$ cat config.mk
export PLATFORM = sky130hd
export DESIGN_NAME = mcph_top
export DESIGN_NICKNAME = d
export VERILOG_FILES = /design/src/mcph_debounce.v /design/src/mcph_top.v
export VERILOG_INCLUDE_DIRS = /design/src
export SDC_FILE = /design/constraint.sdc
export NUM_CORES = 1
export LEC_CHECK = 0
export ABC_AREA = 1
export ABC_CLOCK_PERIOD_IN_PS = 1600
export BUFFER_PORTS_ARGS = -buffer_cell sky130_fd_sc_hd__buf_2
export CAP_MARGIN = 20
export CORE_ASPECT_RATIO = 1.25
export CORE_MARGIN = 2
export CORE_UTILIZATION = 50
export DETAILED_ROUTE_END_ITERATION = 10
export GPL_ROUTABILITY_DRIVEN = 0
export GPL_TIMING_DRIVEN = 0
export PLACE_DENSITY = 0.67
export SETUP_SLACK_MARGIN = 0.3
export SYNTH_ARGS = -nofsm -noshare
export SYNTH_HDL_FRONTEND = slang
export SYNTH_SLANG_ARGS = --single-unit
$ cat constraint.sdc
create_clock -name clk_i -period 1.6 [get_ports clk_i]
set_input_delay 0.08 -clock clk_i [delete_from_list [all_inputs] [get_ports clk_i]]
set_output_delay 0.08 -clock clk_i [all_outputs]
set_load 0.01 [all_outputs]
$ cat src/mcph_consts.vh
// constants for the module/carrier power handshake block
// assumes a 100 MHz logic clock; included by mcph_top.v and mcph_debounce.v
// Overview of operation
// - raise carrier power enable only after all module boot supplies are good
// - no boot while carrier reset request held; order power, enable, release, boot
// - supply fault low blocks all supply enables and halts the sequence
// - carrier standby output low in standby state, high otherwise
// - low lid input means lid closed, may start sleep; debounced
// - sleep request is active low level, floated when idle, debounced here
// - boot select low asks for SD card boot; sampled to pick source
// - charger present input low means charger DC input present
// - battery low input low means battery low; floating reads high
// - sideband wake input is a wake source from reduced power
// - drive a PWM output whose duty sets backlight level
// - hold reset output to carrier after enable until carrier power settles
// - boot select high or floating selects on-module eMMC boot
// - reset request low forces a module reset; floated otherwise
`ifndef MCPH_CONSTS_VH
`define MCPH_CONSTS_VH

`define MCPH_CLK_PERIOD_NS 10
// carrier power settle time after enable, in microseconds
`define MCPH_CARRIER_SETTLE_US 10000
`define MCPH_CARRIER_SETTLE_CYC ((`MCPH_CARRIER_SETTLE_US * 1000) / `MCPH_CLK_PERIOD_NS)
// debounce time on human-facing inputs, in microseconds
`define MCPH_DEBOUNCE_US 10000
`define MCPH_DEBOUNCE_CYC ((`MCPH_DEBOUNCE_US * 1000) / `MCPH_CLK_PERIOD_NS)

// register offsets
`define MCPH_REG_CTRL 4'h0
`define MCPH_REG_STATUS 4'h1
`define MCPH_REG_IRQ_STAT 4'h2
`define MCPH_REG_IRQ_MASK 4'h3
`define MCPH_REG_PWM_DUTY 4'h4
`define MCPH_REG_PWM_PERIOD 4'h5

// control fields
`define MCPH_CTRL_STANDBY_BIT 0
`define MCPH_CTRL_RESET 8'h00
`define MCPH_PWM_DUTY_RESET 8'h00
`define MCPH_PWM_PERIOD_RESET 8'hff
`define MCPH_IRQ_MASK_RESET 8'h00

// interrupt event bits
`define MCPH_EV_LID_CLOSE 0
`define MCPH_EV_SLEEP 1
`define MCPH_EV_BATTERY_LOW_N 2
`define MCPH_EV_CHARGER 3
`define MCPH_EV_WAKE 4
`define MCPH_EV_FAULT 5
`define MCPH_EV_BOOT 6
`define MCPH_NUM_EV 7

`endif

$ cat src/mcph_debounce.v
// two-stage synchroniser followed by an optional stable-time filter
// assumes one clock; input may come from any domain
`timescale 1ns/1ps
`include "mcph_consts.vh"
module mcph_debounce #(
  parameter CNT_W = 24,
  parameter [23:0] STABLE_CYC = 24'd1
) (
  input wire clk_i,
  input wire arst_n_i,
  input wire raw_i,
  output reg clean_o
);
  reg meta_r;
  reg sync_r;
  reg [CNT_W-1:0] cnt_r;

  // synchroniser; inputs idle high (pulled up), so reset to one
  always @(posedge clk_i or negedge arst_n_i) begin
    if (!arst_n_i) begin
      meta_r <= 1'b1;
      sync_r <= 1'b1;
    end else begin
      meta_r <= raw_i;
      sync_r <= meta_r;
    end
  end

  // accept a new level only after it holds for STABLE_CYC cycles
  always @(posedge clk_i or negedge arst_n_i) begin
    if (!arst_n_i) begin
      cnt_r <= {CNT_W{1'b0}};
      clean_o <= 1'b1;
    end else if (sync_r == clean_o) begin
      cnt_r <= {CNT_W{1'b0}};
    end else if (cnt_r >= STABLE_CYC[CNT_W-1:0] - 1'b1) begin
      cnt_r <= {CNT_W{1'b0}};
      clean_o <= sync_r;
    end else begin
      cnt_r <= cnt_r + 1'b1;
    end
  end
endmodule

$ cat src/mcph_top.v
// power and boot handshake sequencer between module and carrier
// assumes one 100 MHz clock; all carrier pins are asynchronous and pulled up
//
// Implementation choices: the address map and strobed register access.
`timescale 1ns/1ps
`include "mcph_consts.vh"
module mcph_top #(
  parameter [23:0] SETTLE_CYC = `MCPH_CARRIER_SETTLE_CYC,
  parameter [23:0] DEBOUNCE_CYC = `MCPH_DEBOUNCE_CYC
) (
  input wire clk_i,
  input wire arst_n_i,
  input wire module_supplies_good_i,
  input wire input_supply_fault_n_i,
  input wire reset_request_n_i,
  input wire lid_closed_n_i,
  input wire sleep_request_n_i,
  input wire battery_low_n_i,
  input wire charger_present_n_i,
  input wire sd_boot_select_n_i,
  input wire sideband_wake_n_i,
  input wire [3:0] reg_addr_i,
  input wire [7:0] reg_wdata_i,
  input wire reg_wr_i,
  input wire reg_rd_i,
  output reg [7:0] reg_rdata_o,
  output wire irq_o,
  output reg supplies_enable_o,
  output reg carrier_power_enable_o,
  output reg carrier_reset_n_o,
  output reg carrier_standby_n_o,
  output reg boot_start_o,
  output reg boot_from_sd_o,
  output reg backlight_dimming_out_o
);
  // one-hot sequencer states
  localparam [5:0] ST_OFF = 6'h01;
  localparam [5:0] ST_SUPPLY = 6'h02;
  localparam [5:0] ST_SETTLE = 6'h04;
  localparam [5:0] ST_WAIT_REL = 6'h08;
  localparam [5:0] ST_RUN = 6'h10;
  localparam [5:0] ST_STANDBY = 6'h20;

  wire fault_n_s;
  wire rstreq_n_s;
  wire good_s;
  wire lid_n_s;
  wire sleep_n_s;
  wire battery_low_n_n_s;
  wire charger_n_s;
  wire bootsel_n_s;
  wire wake_n_s;

  reg [5:0] state_r;
  reg [5:0] state_nxt;
  reg [23:0] settle_r;
  reg [1:0] warm_r;
  reg [7:0] ctrl_r;
  reg [`MCPH_NUM_EV-1:0] irq_stat_r;
  reg [`MCPH_NUM_EV-1:0] irq_mask_r;
  reg [7:0] duty_r;
  reg [7:0] period_r;
  reg [7:0] pwm_cnt_r;
  reg [`MCPH_NUM_EV-1:0] ev_lvl_prev_r;
  wire [`MCPH_NUM_EV-1:0] ev_lvl;
  wire [`MCPH_NUM_EV-1:0] ev_pulse;
  wire sleep_want;
  wire [8:0] raw_bus;
  wire [8:0] clean_bus;

  // carrier pins; fault, reset request, battery low, charger, strap, wake and supply good are
  // only synchronised, lid and sleep inputs also debounced
  assign raw_bus = {module_supplies_good_i, sideband_wake_n_i, sd_boot_select_n_i, charger_present_n_i,
    battery_low_n_i, sleep_request_n_i, lid_closed_n_i, reset_request_n_i, input_supply_fault_n_i};
  genvar gi;
  generate
    for (gi = 0; gi < 9; gi = gi + 1) begin : g_in
      mcph_debounce #(
        .CNT_W(24),
        .STABLE_CYC((gi == 2 || gi == 3) ? DEBOUNCE_CYC : 24'd1)
      ) u_in (
        .clk_i(clk_i),
        .arst_n_i(arst_n_i),
        .raw_i(raw_bus[gi]),
        .clean_o(clean_bus[gi])
      );
    end
  endgenerate
  assign fault_n_s = clean_bus[0];
  assign rstreq_n_s = clean_bus[1];
  assign lid_n_s = clean_bus[2];
  assign sleep_n_s = clean_bus[3];
  assign battery_low_n_n_s = clean_bus[4];
  assign charger_n_s = clean_bus[5];
  assign bootsel_n_s = clean_bus[6];
  assign wake_n_s = clean_bus[7];
  assign good_s = clean_bus[8];

  // standby is requested by lid closure, sleep input or software
  assign sleep_want = !lid_n_s || !sleep_n_s || ctrl_r[`MCPH_CTRL_STANDBY_BIT];

  // next state; fault or warm-up dominates every other condition, then supply loss, then reset request in run/standby
  always @* begin
    state_nxt = state_r;
    case (state_r)
      ST_OFF: begin
        if (fault_n_s)
          state_nxt = ST_SUPPLY;
      end
      ST_SUPPLY: begin
        if (good_s)
          state_nxt = ST_SETTLE;
      end
      ST_SETTLE: begin
        if (settle_r >= SETTLE_CYC - 24'd1)
          state_nxt = ST_WAIT_REL;
      end
      ST_WAIT_REL: begin
        if (rstreq_n_s)
          state_nxt = ST_RUN;
      end
      ST_RUN: begin
        // a held wake keeps the module running, so the state cannot toggle every cycle
        if (sleep_want && wake_n_s)
          state_nxt = ST_STANDBY;
      end
      ST_STANDBY: begin
        if (!wake_n_s || (!sleep_want && lid_n_s))
          state_nxt = ST_RUN;
      end
      default: begin
        state_nxt = ST_OFF;
      end
    endcase
    if (!fault_n_s || warm_r != 2'h3)
      state_nxt = ST_OFF;
    else if (!good_s && state_r != ST_OFF && state_r != ST_SUPPLY)
      state_nxt = ST_SUPPLY;
    else if (!rstreq_n_s && (state_r == ST_RUN || state_r == ST_STANDBY))
      state_nxt = ST_WAIT_REL;
  end

  // hold the sequencer off until the synchronisers carry real pin levels;
  // they reset to the idle level, which would fake supplies good and no fault
  always @(posedge clk_i or negedge arst_n_i) begin
    if (!arst_n_i) begin
      warm_r <= 2'h0;
    end else if (warm_r != 2'h3) begin
      warm_r <= warm_r + 2'h1;
    end
  end

  // state register and settle counter
  always @(posedge clk_i or negedge arst_n_i) begin
    if (!arst_n_i) begin
      state_r <= ST_OFF;
      settle_r <= 24'd0;
    end else begin
      state_r <= state_nxt;
      if (state_r == ST_SETTLE && state_nxt == ST_SETTLE)
        settle_r <= settle_r + 24'd1;
      else
        settle_r <= 24'd0;
    end
  end

  // registered pin outputs; boot source latched as boot begins
  always @(posedge clk_i or negedge arst_n_i) begin
    if (!arst_n_i) begin
      supplies_enable_o <= 1'b0;
      carrier_power_enable_o <= 1'b0;
      carrier_reset_n_o <= 1'b0;
      carrier_standby_n_o <= 1'b1;
      boot_start_o <= 1'b0;
      boot_from_sd_o <= 1'b0;
    end else begin
      supplies_enable_o <= (state_nxt != ST_OFF);
      carrier_power_enable_o <= (state_nxt == ST_SETTLE) || (state_nxt == ST_WAIT_REL) ||
        (state_nxt == ST_RUN) || (state_nxt == ST_STANDBY);
      carrier_reset_n_o <= (state_nxt == ST_WAIT_REL) || (state_nxt == ST_RUN) ||
        (state_nxt == ST_STANDBY);
      carrier_standby_n_o <= (state_nxt != ST_STANDBY);
      boot_start_o <= (state_r == ST_WAIT_REL) && (state_nxt == ST_RUN);
      if ((state_r == ST_WAIT_REL) && (state_nxt == ST_RUN))
        boot_from_sd_o <= !bootsel_n_s;
    end
  end

  // event levels; rising edges of these set sticky status bits
  assign ev_lvl[`MCPH_EV_LID_CLOSE] = !lid_n_s;
  assign ev_lvl[`MCPH_EV_SLEEP] = !sleep_n_s;
  assign ev_lvl[`MCPH_EV_BATTERY_LOW_N] = !battery_low_n_n_s;
  assign ev_lvl[`MCPH_EV_CHARGER] = !charger_n_s;
  assign ev_lvl[`MCPH_EV_WAKE] = !wake_n_s;
  assign ev_lvl[`MCPH_EV_FAULT] = !fault_n_s;
  assign ev_lvl[`MCPH_EV_BOOT] = boot_start_o;
  assign ev_pulse = ev_lvl & ~ev_lvl_prev_r;

  // register file; a set in the clearing cycle wins over the clear
  always @(posedge clk_i or negedge arst_n_i) begin
    if (!arst_n_i) begin
      ctrl_r <= `MCPH_CTRL_RESET;
      irq_mask_r <= {`MCPH_NUM_EV{1'b0}};
      irq_stat_r <= {`MCPH_NUM_EV{1'b0}};
      duty_r <= `MCPH_PWM_DUTY_RESET;
      period_r <= `MCPH_PWM_PERIOD_RESET;
      ev_lvl_prev_r <= {`MCPH_NUM_EV{1'b0}};
    end else begin
      ev_lvl_prev_r <= ev_lvl;
      if (reg_wr_i && reg_addr_i == `MCPH_REG_CTRL)
        ctrl_r <= reg_wdata_i;
      if (reg_wr_i && reg_addr_i == `MCPH_REG_IRQ_MASK)
        irq_mask_r <= reg_wdata_i[`MCPH_NUM_EV-1:0];
      if (reg_wr_i && reg_addr_i == `MCPH_REG_PWM_DUTY)
        duty_r <= reg_wdata_i;
      if (reg_wr_i && reg_addr_i == `MCPH_REG_PWM_PERIOD)
        period_r <= reg_wdata_i;
      if (reg_wr_i && reg_addr_i == `MCPH_REG_IRQ_STAT)
        irq_stat_r <= (irq_stat_r & ~reg_wdata_i[`MCPH_NUM_EV-1:0]) | ev_pulse;
      else
        irq_stat_r <= irq_stat_r | ev_pulse;
    end
  end

  assign irq_o = |(irq_stat_r & irq_mask_r);

  // read data one cycle after the strobe; unmapped reads give zero
  always @(posedge clk_i or negedge arst_n_i) begin
    if (!arst_n_i) begin
      reg_rdata_o <= 8'h00;
    end else if (reg_rd_i) begin
      case (reg_addr_i)
        `MCPH_REG_CTRL: reg_rdata_o <= ctrl_r;
        `MCPH_REG_STATUS: reg_rdata_o <= {boot_from_sd_o, !wake_n_s, !charger_n_s, !battery_low_n_n_s,
          !sleep_n_s, !lid_n_s, !rstreq_n_s, !fault_n_s};
        `MCPH_REG_IRQ_STAT: reg_rdata_o <= {1'b0, irq_stat_r};
        `MCPH_REG_IRQ_MASK: reg_rdata_o <= {1'b0, irq_mask_r};
        `MCPH_REG_PWM_DUTY: reg_rdata_o <= duty_r;
        `MCPH_REG_PWM_PERIOD: reg_rdata_o <= period_r;
        default: reg_rdata_o <= 8'h00;
      endcase
    end else begin
      reg_rdata_o <= 8'h00;
    end
  end

  // backlight pwm; off outside run so the panel stays dark in standby
  always @(posedge clk_i or negedge arst_n_i) begin
    if (!arst_n_i) begin
      pwm_cnt_r <= 8'h00;
      backlight_dimming_out_o <= 1'b0;
    end else begin
      if (pwm_cnt_r >= period_r)
        pwm_cnt_r <= 8'h00;
      else
        pwm_cnt_r <= pwm_cnt_r + 8'h01;
      backlight_dimming_out_o <= (state_nxt == ST_RUN) && (pwm_cnt_r < duty_r);
    end
  end
endmodule

* Word-level counts from Yosys, hierarchy flattened *
Cells that the tools add are included.
Widths: inputs -> output; s select.

operators by class
  $add $sub $neg = 12
  order comparisons = 12
  eq/ne operators = 29
  multiplexer cells = 33
  bitwise gates (word level) = 16
  reduce and logical (&&, ||, !) cells = 44

operator list
  operator               count
  $mux 24                19
  $add 24x1->24 const B  10
  $ge 24x1->1 const B    7
  $ge 24x20->1 const B   3
  $mux 6                 9
  $pmux 8 s6             1
  $pmux 6 s6             1
  $and 7x7->7            3
  $reduce_and 2->1       9
  $mux 8                 2
  $not 7->7              2
  $or 7x7->7             2
  $logic_and 1x1->1      13
  $eq 6x3->1 const B     2
  $eq 6x4->1 const B     2
  $eq 6x5->1 const B     2
  $eq 6x6->1 const B     2
  $ne 6x1->1 const B     2
  $logic_not 1->1        10
  $logic_or 1x1->1       10
  $eq 1x1->1             9
  $not 1->1              9
  $add 8x1->8 const B    1
  $eq 4x2->1 const B     2
  other kinds (13)       14

storage, ports and cells
  flip-flop bits (word level) = 343
  input port bits = 25
  output and inout bits = 16
  word-level logic and storage cells = 200

* Depth between registers and ports, before layout *
Gate-level depths: netlist (run 1).

  depth after elaboration = 15
  depth in mapped cells = 11
  mapped depth without buffers = 11

* Cells and area by module *
Synthesis (run 1) repeated with hierarchy kept, for this count alone.

second synthesis, totals
  cells, all modules = 930
  area total of the unflattened synthesis = 8282.9 um^2

by module, submodules not included
  module                             times used  cells each  area an instance (um^2)  sequential area each (um^2)
  mcph_top                           1           566         4917.2                   2514.9
  mcph_debounce at g_in[2].u_in ...  2           168         1393.8                   679.4
  mcph_debounce at g_in[0].u_in ...  7           4           82.6                     78.8

* Worst setup path before layout (run 1) *
OpenSTA, ideal clock, no wires.

  path type = flip-flop to flip-flop
  from = reg period_r[1]
  to = reg pwm_cnt_r[4]
  library setup time = 0.091 ns
  arrival = 1.543 ns
  data required time = 1.509 ns
  setup slack = -0.034 ns
  stages on the path, launching flop included = 8
  buffers on the path = 0
  period minus slack after synthesis = 1.634 ns
  cells stage by stage = dfstp_2 inv_1 ha_1 a21oi_1 o21ai_0 nand2_1 o2111ai_1 nor3b_1

between the ends
  word-level cells in the longest chain between the ends = 2

ends and longest elaborated chain
  element                   line            RTL
  start: declaration        mcph_top.v:62   reg [7:0] period_r;
  start signal: assignment  mcph_top.v:206  period_r <= `MCPH_PWM_PERIOD_RESET;
  start signal: assignment  mcph_top.v:217  period_r <= reg_wdata_i;
  $ge 8x8->1                mcph_top.v:253  if (pwm_cnt_r >= period_r)
  $mux 8                    mcph_top.v:253
  end signal: assignment    mcph_top.v:256  pwm_cnt_r <= pwm_cnt_r + 8'h01;
  end: declaration          mcph_top.v:63   reg [7:0] pwm_cnt_r;

No other way between the ends.
A chain may end at the register's enable or synchronous reset.

* Final worst setup path (run 1) *
  from = reg state_r[2]
  to = reg settle_r[3]

between the ends
  word-level cells in the longest chain between the ends = 9
  elaborated cells between the ends (all ways) = 25
  those cells by class = 9 x eq/ne; 11 x mux; 5 x reduce/logical

ends and longest elaborated chain
  element                                             line            RTL
  start: declaration                                  mcph_top.v:54   reg [5:0] state_r;
  start signal: assignment                            mcph_top.v:159  state_r <= state_nxt;
  branches (longest 7 deep; another with $eq 6x6->1)  n/a
  $logic_and 1x1->1 (*)                               mcph_top.v:160  if (state_r == ST_SETTLE && state_nxt == ST_SETTLE)
  $mux 24 (*)                                         mcph_top.v:160
  end signal: assignment                              mcph_top.v:161  settle_r <= settle_r + 24'd1;
  end: declaration                                    mcph_top.v:56   reg [23:0] settle_r;

Mark *: on every way between the ends.

==> results of run 1 <==
==> Yosys cell counts, drive strengths merged, types with 2 or more instances <==
| master | n | area share (%) |
|---|---|---|
| inv | 128 | 5.8 |
| nor4 | 6 | 0.46 |
| nand3 | 52 | 3.6 |
| a31oi | 3 | 0.23 |
| clkbuf | 11 | 0.50 |
| xor2 | 23 | 2.4 |
| or2 | 2 | 0.15 |
| nand4 | 16 | 1.4 |
| clkinv | 2 | 0.11 |
| a21o | 2 | 0.18 |
| xnor2 | 13 | 1.4 |
| nor2 | 139 | 7.4 |
| o21ai | 72 | 4.4 |
| a21oi | 24 | 1.6 |
| nor3 | 36 | 2.4 |
| dfrtp | 138 | 42 |
| ha | 20 | 3.0 |
| nand2 | 182 | 8.4 |
| a211oi | 5 | 0.46 |
| buf | 5 | 0.52 |
| dfstp | 37 | 12 |
| o22ai | 12 | 0.91 |
==> state kept, by name (all words and copies together), names as in the netlist, 8 cells and up <==
name               cells
ctrl_r                 8
g_in.u_in.cnt_r       48
duty_r                 8
g_in.u_in.clean_o      9
period_r               8
g_in.u_in.meta_r       9
g_in.u_in.sync_r       9
pwm_cnt_r              8
reg_rdata_o            8
settle_r              24
==> per-stage QoR <==
stage | area [um2] | worst slack (ns) | setup TNS, ns | cells | utilization [%]
after floorplan | 8453 | 0.09320 | 0 | 948 | -
after detailed placement | 8961 | -0.1775 | -3.474 | 1205 | 55.54
after global routing | 11240 | -0.2223 | -5.836 | 1326 | 69.67
after global placement | 8924 | -2.230 | -353.42 | 1204 | 55.30
final | 11240 | -0.1223 | -2.532 | 1326 | 69.67
after CTS | 10640 | -0.06939 | -1.329 | 1301 | 65.94
==> repair_timing <==
item,in CTS,in global routing
endpoints found under the hold margin,96,0
gates resized for setup,142,109
cloned,2,0
pin swaps,50,49
hold buffers,13,0
setup buffers,49,25
setup endpoints to repair,81,102
==> layer usage <==
metal,share of wire [%],GRT usage (%),up-vias
met5,0,0,-
met4,3.8,10.36,0
met2,52,38.39,162
met3,3.2,3.742,61
met1,41,27.28,3335
li1,-,-,3326
==> area by class of cell <==
class | count | area (um2) | area share (%)
multi-input cells | 627 | 4243 | 37.74
well taps | 216 | 270.3 | 2.404
flip-flops and latches | 175 | 4437 | 39.47
clock inverters | 11 | 153.9 | 1.369
inverters | 130 | 490.5 | 4.363
clock buffers | 21 | 460.4 | 4.096
repair buffers | 130 | 1070 | 9.516
plain buffers | 16 | 117.6 | 1.046
==> logic make-up after synthesis <==
| logic type | after synthesis | share of synthesized area (%) |
|---|---|---|
| XOR/XNOR | 36 | 3.831 |
| AND/OR/NAND/NOR | 436 | 24.04 |
| multiplexers | 1 | 0.1368 |
| flip-flops | 175 | 53.77 |
| buffers and inverters | 146 | 6.962 |
| AO/OA/AOI/OAI | 122 | 8.179 |
| other | 1 | 0.04556 |
| adder cells (fa/ha/maj) | 20 | 3.040 |
==> power by group through the flow <==
stage | Combinational (mW) | Sequential [mW] | Clock, mW
6_report | 1.63 | 5.08 | 4.30
5_1_grt | 1.86 | 5.12 | 4.56
4_1_cts | 1.46 | 5.06 | 4.37
3_5_place_dp | 1.26 | 5.13 | 0
3_3_place_gp | 1.22 | 5.12 | 0
2_1_floorplan | 0.885 | 5.07 | 0
==> worst min-delay path by stage <==
| stage | startpoint | to | cells after the start |
|---|---|---|---|
| 2_1_floorplan | arst_n_i | backlight_dimming_out_o | 0 |
| 3_3_place_gp | reset_request_n_i | g_in[1].u_in.meta_r | 1 |
| 3_5_place_dp | arst_n_i | pwm_cnt_r[7] | 1 |
| 4_1_cts | reg_rd_i | reg_rdata_o[7] | 3 |
| 5_1_grt | reg_wdata_i[6] | period_r[6] | 3 |
| 6_report | reg_wdata_i[6] | period_r[6] | 3 |
==> tightest hold or removal path, stage by stage <==
cell,delay [ns]
buf_2,0.09
inv_1,0.16
o21ai_1,0.10
==> impl_summary.txt, run 1 <==
----------------------------------------------------
[Critical path]
  Required time of the critical path ... 1.96 ns
  CP most frequent cell ... nand3_4
  Library cell contributing the largest single delay on the critical path ... dfrtp_2
  Arrival time worst endpoint ... 2.08 ns
  Number of buffer and inverter instances along the worst setup path ... 3
  Worst Setup Path Type ... reg -> reg
  Crit path depth ... 11
  Startpoint of the worst setup timing path ... state_r[2]
  Critical R2R Launch ... state_r[2]
  Crit-path max cell delay ... about 0.44 ns
  Cell-by-cell trace of the critical path ... nor2_4 -> buf_12 -> nand3_4 -> nand3_4 -> nand2_4 -> inv_4 -> nand3_2 -> nor2_4 -> nand3_4 -> buf_8 -> nor2_2
  Critical path peak fanout ... 10
  CP top delay family ... simple AND/OR/NAND/NOR gates
  Slack of the worst reg-to-reg path ... -0.12 ns
  Critical path endpoint category ... flip-flop
  Path depth of the worst reg2reg path ... 11
  Destination of the worst register-to-register timing path ... settle_r[3]
  Startpoint Class ... flip-flop
  Endpoint of the most critical setup path ... settle_r[3]

[Power and ir drop]
  Sequential cell fraction of total power ... 46.2%
  Switching component of the power ... 2.916 mW
  Share of total power in the clock network ... 39.0%
  Power consumption ... 11.00 mW
  Switching fraction of total power ... 26.50%
  Pwr Density ... 978.6 nW/um2
  Highest ir drop seen on vdd ... 0.7688 mV
  Leak ... 5.031 nW
  Design internal power ... 8.086 mW
  Share of power burned in combinational logic ... between 10% and 20%

[Cells and area]
  Share of layout cells above drive strength 1 ... between 30 and 40%
  Area delta synth->final ... 36.59%
  Diode insertion count for antenna repair ... 0
  Most frequent standard cell in the layout excluding fill and tap cells ... nand2_1
  Leading cell types in the layout, fill and taps excluded ... nand2_1, dfrtp_1, inv_1
  Total Nets Final ... around 1100
  Layout fillers ... approximately 1200

[Routing]
  Overall via count from detail_route ... 6884
  DRC violations left ... 0
  Routed wire length ... ~20 mm
  DRT Pass-1 Iters ... 5
  First-iteration detailed-routing DRC count ... around 430
  Vias per std cell ... approximately 5.2
  Final routed wire length divided by cell count ... 14.81 um
  Routed Antenna Nets ... 0

[Yosys]
  Post-synthesis async set-or-reset flop share ... 100.0%
  Combined area of all synthesized cells ... 8230 um2
  Distinct cell type count of the synthesized netlist ... 44
  Register bit count reported by yosys ... about 180
  Dominant register cell in the synthesized netlist ... dfrtp_1
  Yosys warning total ... 0
  Share of synthesized area occupied by flip-flops and latches ... 53.77%
  Synth Instances ... 937
  EDFF count, synth ... 0
  Synthesized area per cell ... 8.784 um2

[Die]
  I/O pins ... 41
  Placeable core area ... 16140 um2
  Die Width ... 118.8 um
  Number of rows in the core area ... 52
  Effective utilization at floorplan ... 51.01%
  Die footprint ... 17510 um2
  Floorplan die height ... between 100 and 150 um

[STA]
  Clock skew after layout ... between 0.008 and 0.009 ns
  Minimum period implied by the final worst setup slack ... 1.722 ns
  Unrepaired setup endpoints after global routing ... true
  Final critical-path share of the clock period ... 107.6%
  Slew at the pin with the worst max-slew slack ... 0.5427 ns
  Worst hold margin ... between 0.006 and 0.007 ns
  Fin. Hold Viols ... 0
  Worst slew margin relative to its limit ... 63.82%
  Worst Slack Setup Final ... -0.1223 ns
  Number of max-slew violations in the final report ... 0
  Achievable clock frequency ... 580.6 MHz
  Final count of negative-setup-slack endpoints ... 25

[Run]
  Max-cap check violation count ... 0

[CTS]
  Clock transition at path regs ... approximately 0.07 ns
  Root cell of the clock tree ... clkbuf_16
  TritonCTS clock tree ... done
  Number of CTS-inserted buffers ... 17
  Number of clock sinks ... 175
  Max Root-Sink Buffers ... 2
  Clock insertion delay at the later pin of the skew report ... 0.43 ns
  # H-tree levels ... 4

[Global route]
  Overall global routing resource usage ... between 20 and 25%
  Via count of the first global-routing pass ... 6661
  Gr ovfl total ... 0
  Wire length of the first global-routing pass ... 31.28 mm
  Pin count of the biggest net entering global routing ... 103
  Number of antenna violations at the first check in global routing ... 0

[Placement]
  Count of input and output buffers ... 40
  Sum of net half-perimeters after detailed placement ... 12.01 mm

[Run status]
  Violated checks ... negative setup slack
  Outcome ... finished with violations

[Min path]
  Min-Delay Path Class ... in -> reg

----------------------------------------------------
Note: power is estimated with default switching activity, not from simulation.
==> run 2: changes to the inputs <==
--- a/config.mk
+++ b/config.mk
@@ -7,7 +7,6 @@
 export NUM_CORES = 1
 export LEC_CHECK = 0
 export ABC_AREA = 1
-export ABC_CLOCK_PERIOD_IN_PS = 1600
 export BUFFER_PORTS_ARGS = -buffer_cell sky130_fd_sc_hd__buf_2
 export CAP_MARGIN = 20
 export CORE_ASPECT_RATIO = 1.25
@@ -20,4 +19,5 @@
 export SETUP_SLACK_MARGIN = 0.3
 export SYNTH_ARGS = -nofsm -noshare
 export SYNTH_HDL_FRONTEND = slang
+export SYNTH_HIERARCHICAL = 1
 export SYNTH_SLANG_ARGS = --single-unit
==> run 2 against run 1 <==
The flow still finishes with violations (negative setup slack). Global-route usage fell by 0.43 points. Die area up 0.62%. Sequential power hardly changed. Final area is 3.0% lower. Critical path type unchanged. Largest power group unchanged. Highest routed layer unchanged.
==> impl_summary.txt, run 2 <==
----------------------------------------------------
[Yosys]
  Synth Instances ... 930
  Yosys warning total ... 6
  Dominant register cell in the synthesized netlist ... dfrtp_1
  Leading cell type by number of instances after synthesis ... nand2_1
  Register bit count reported by yosys ... 175
  Most used standard cells in the synthesized netlist ... nand2_1, dfrtp_1, inv_1
  Synthesized area per cell ... 8.906 um2
  Post-synthesis async set-or-reset flop share ... 100.0%
  Distinct cell type count of the synthesized netlist ... 38
  Proportion of netlist area held by the largest area contributor ... a little over two fifths
  Combined area of all synthesized cells ... 8283 um2
  Cell accounting for the most synthesized area ... dfrtp_1
  EDFF count, synth ... 0
  Area contributors post-synth ... dfrtp_1, dfstp_2, nand2_1
  Share of synthesized area occupied by flip-flops and latches ... 53.43%

[Cells and area]
  Leading cell types in the layout, fill and taps excluded ... nand2_1, dfrtp_1, inv_1
  Most flop-heavy register ... g_in.u_in/cnt_r
  Diode insertion count for antenna repair ... 0
  Most frequent standard cell in the layout excluding fill and tap cells ... nand2_1
  Max FFs per register ... 48
  Layout fillers ... 1248
  Sequential cell area in the final layout ... 4434 um2
  Footprint of the multi-input gates ... ~4300 um2
  Top flop regs ... g_in.u_in/cnt_r (48), settle_r (24)
  Total Nets Final ... 1102
  Area delta synth->final ... 31.65%
  Share of layout cells above drive strength 1 ... 35.70%

[CTS]
  Root cell of the clock tree ... clkbuf_16
  Max Root-Sink Buffers ... 2
  Clock transition at path regs ... 0.07 ns
  TritonCTS clock tree ... done
  # H-tree levels ... 4
  Clock insertion delay at the later pin of the skew report ... roughly 0.43 ns
  Number of CTS-inserted buffers ... 17
  Number of clock sinks ... approximately 180

[Placement]
  Sum of net half-perimeters after detailed placement ... between 10 and 15 mm
  Count of input and output buffers ... 40
  Pre-CTS setup slack ... -0.1278 ns

[Global route]
  Pin count of the biggest net entering global routing ... 93
  Overall global routing resource usage ... a little over a fifth
  Via count of the first global-routing pass ... ~6500
  Number of antenna violations at the first check in global routing ... 0
  Gr ovfl total ... 0
  Wire length of the first global-routing pass ... 30.57 mm

[Routing]
  Routed wire length ... 18.62 mm
  Overall via count from detail_route ... about 6500
  Final routed wire length divided by cell count ... 14.48 um
  DRC violations left ... 0
  First-iteration detailed-routing DRC count ... 320
  Routed Antenna Nets ... 0
  Vias per std cell ... 5.046
  DRT Pass-1 Iters ... 5

[STA]
  Setup TNS ... -2.233 ns
  Clock skew after layout ... 0.008717 ns
  Achievable clock frequency ... 583.2 MHz
  Unrepaired setup endpoints after global routing ... true
  Worst Slack Setup Final ... -0.1147 ns
  Final count of negative-setup-slack endpoints ... 23
  Worst slew margin relative to its limit ... between 50% and 60%
  Slew at the pin with the worst max-slew slack ... between 0.6 and 0.7 ns
  Number of max-slew violations in the final report ... 0
  Fin. Hold Viols ... 0
  Final critical-path share of the clock period ... 107.2%
  Minimum period implied by the final worst setup slack ... 1.715 ns

[Die]
  I/O pins ... 41
  Die footprint ... 17620 um2
  Floorplan die height ... 147.9 um
  Number of rows in the core area ... 52
  Effective utilization at floorplan ... 51.13%
  Placeable core area ... between 15000 and 20000 um2
  Die Width ... 119.1 um

[Power and ir drop]
  Pwr Density ... 981.8 nW/um2
  Leak ... 4.774 nW
  Highest ir drop seen on vdd ... 0.7339 mV

[Critical path]
  Critical path peak fanout ... 10
  Required time of the critical path ... between 1.5 and 2 ns
  Arrival time worst endpoint ... 2.08 ns
  Critical path endpoint category ... flip-flop
  Startpoint Class ... flip-flop
  Worst Setup Path Type ... reg -> reg

[Min path]
  Min-Delay Path Class ... in -> reg

[Run status]
  Violated checks ... negative setup slack
  Outcome ... finished with violations

[Run]
  Max-cap check violation count ... 0

----------------------------------------------------
[run 2: cell count changes in the layout (fill, tap and decap cells not counted), sizes merged, moves of 4 or more]
| cell | delta |
|---|---|
| nand3 | -4 |
| nand4 | +4 |
| nand2 | +19 |
| buf | -32 |
| a21oi | -8 |
| inv | -6 |
| nor2 | +8 |
| nor3 | -27 |
| xor2 | +6 |
[run 2: through the flow]
stage | cell area, um2 | util [%] | total power, mW | instances | hold WS, ns
6_report | 10900 | 67.31 | 10.71 | 1286 | 0.01670
3_3_place_gp | 8922 | 55.07 | 6.341 | 1195 | 0.1844
4_1_cts | 10280 | 63.48 | 10.63 | 1274 | 0.006004
2_1_floorplan | 8452 | - | 5.957 | 939 | -0.2156
3_5_place_dp | 8960 | 55.31 | 6.404 | 1196 | 0.1293
5_1_grt | 10900 | 67.31 | 11.27 | 1286 | 0.02318
[run 2: layout make-up]
| class | count | area share, % |
|---|---|---|
| sequential | 175 | 40.67 |
| multi-input combinational | 623 | 38.99 |
| buffer | 18 | 1.331 |
| tap | 216 | 2.478 |
| clock buffer | 21 | 4.234 |
| clock inverter | 11 | 0.9753 |
| timing repair buffer | 99 | 7.068 |
| inverter | 123 | 4.257 |
[run 2: layer usage]
layer / part of all wire, % / global-route usage, % / wire length [um] / vias to the layer above
met5: 0 / 0 / 0 / -
met3: 3.2 / 4.630 / 595 / 23
met2: 54 / 39.08 / 10080 / 113
li1: - / - / - / 3193
met1: 41 / 26.49 / 7628 / 3160
met4: 1.6 / 6.250 / 307 / 0
[run 2: repair_timing]
action | CTS | global route
resized for setup | 95 | 139
pin swaps | 38 | 39
buffers inserted | 27 | 12
endpoints found under the setup margin | 83 | 104
hold buffers | 15 | 0
gates cloned | 4 | 0
hold endpoints to repair | 91 | 0
[run 2: final timing paths]
check,endpoint,cells after the start,from,slack [ns]
worst min register to register,g_in[0].u_in/sync_r,0,g_in[0].u_in/meta_r,0.36
min in group asynchronous,g_in[2].u_in/cnt_r[11],2,arst_n_i,0.24
worst min-delay path,ctrl_r[4],3,reg_wdata_i[4],0.02
max in group asynchronous,g_in[3].u_in/sync_r,3,arst_n_i,0.46
worst max-delay path,settle_r[0],10,state_r[1],-0.11
worst max register to register,settle_r[0],10,state_r[1],-0.11
[run 2: cell families after synthesis]
| kind of cell | synth area share (%) |
|---|---|
| compound gates | 7.357 |
| buf+inv | 6.948 |
| fa+ha+maj | 3.021 |
| simple gates | 24.21 |
| xor+xnor | 4.758 |
| other cells | 0.1359 |
| mux | 0.1359 |
| flops | 53.43 |
[run 2: power breakdown]
part	total, mW	internal, mW	switching [mW]
Clock	4.00	2.25	1.75
Sequential	5.09	4.81	0.279
Combinational	1.62	0.696	0.923
Total	10.7	7.76	2.95
[run 2: worst max-delay path, stage by stage, from the launching register on]
cell and delay [ns]:
dfrtp_2 0.45, nor2_4 0.17, nand2_2 0.10, a21oi_4 0.15, inv_2 0.10, nand2_2 0.13
nand3_4 0.08, nor2_4 0.11, nand3_4 0.10, buf_8 0.16, nor2_2 0.08
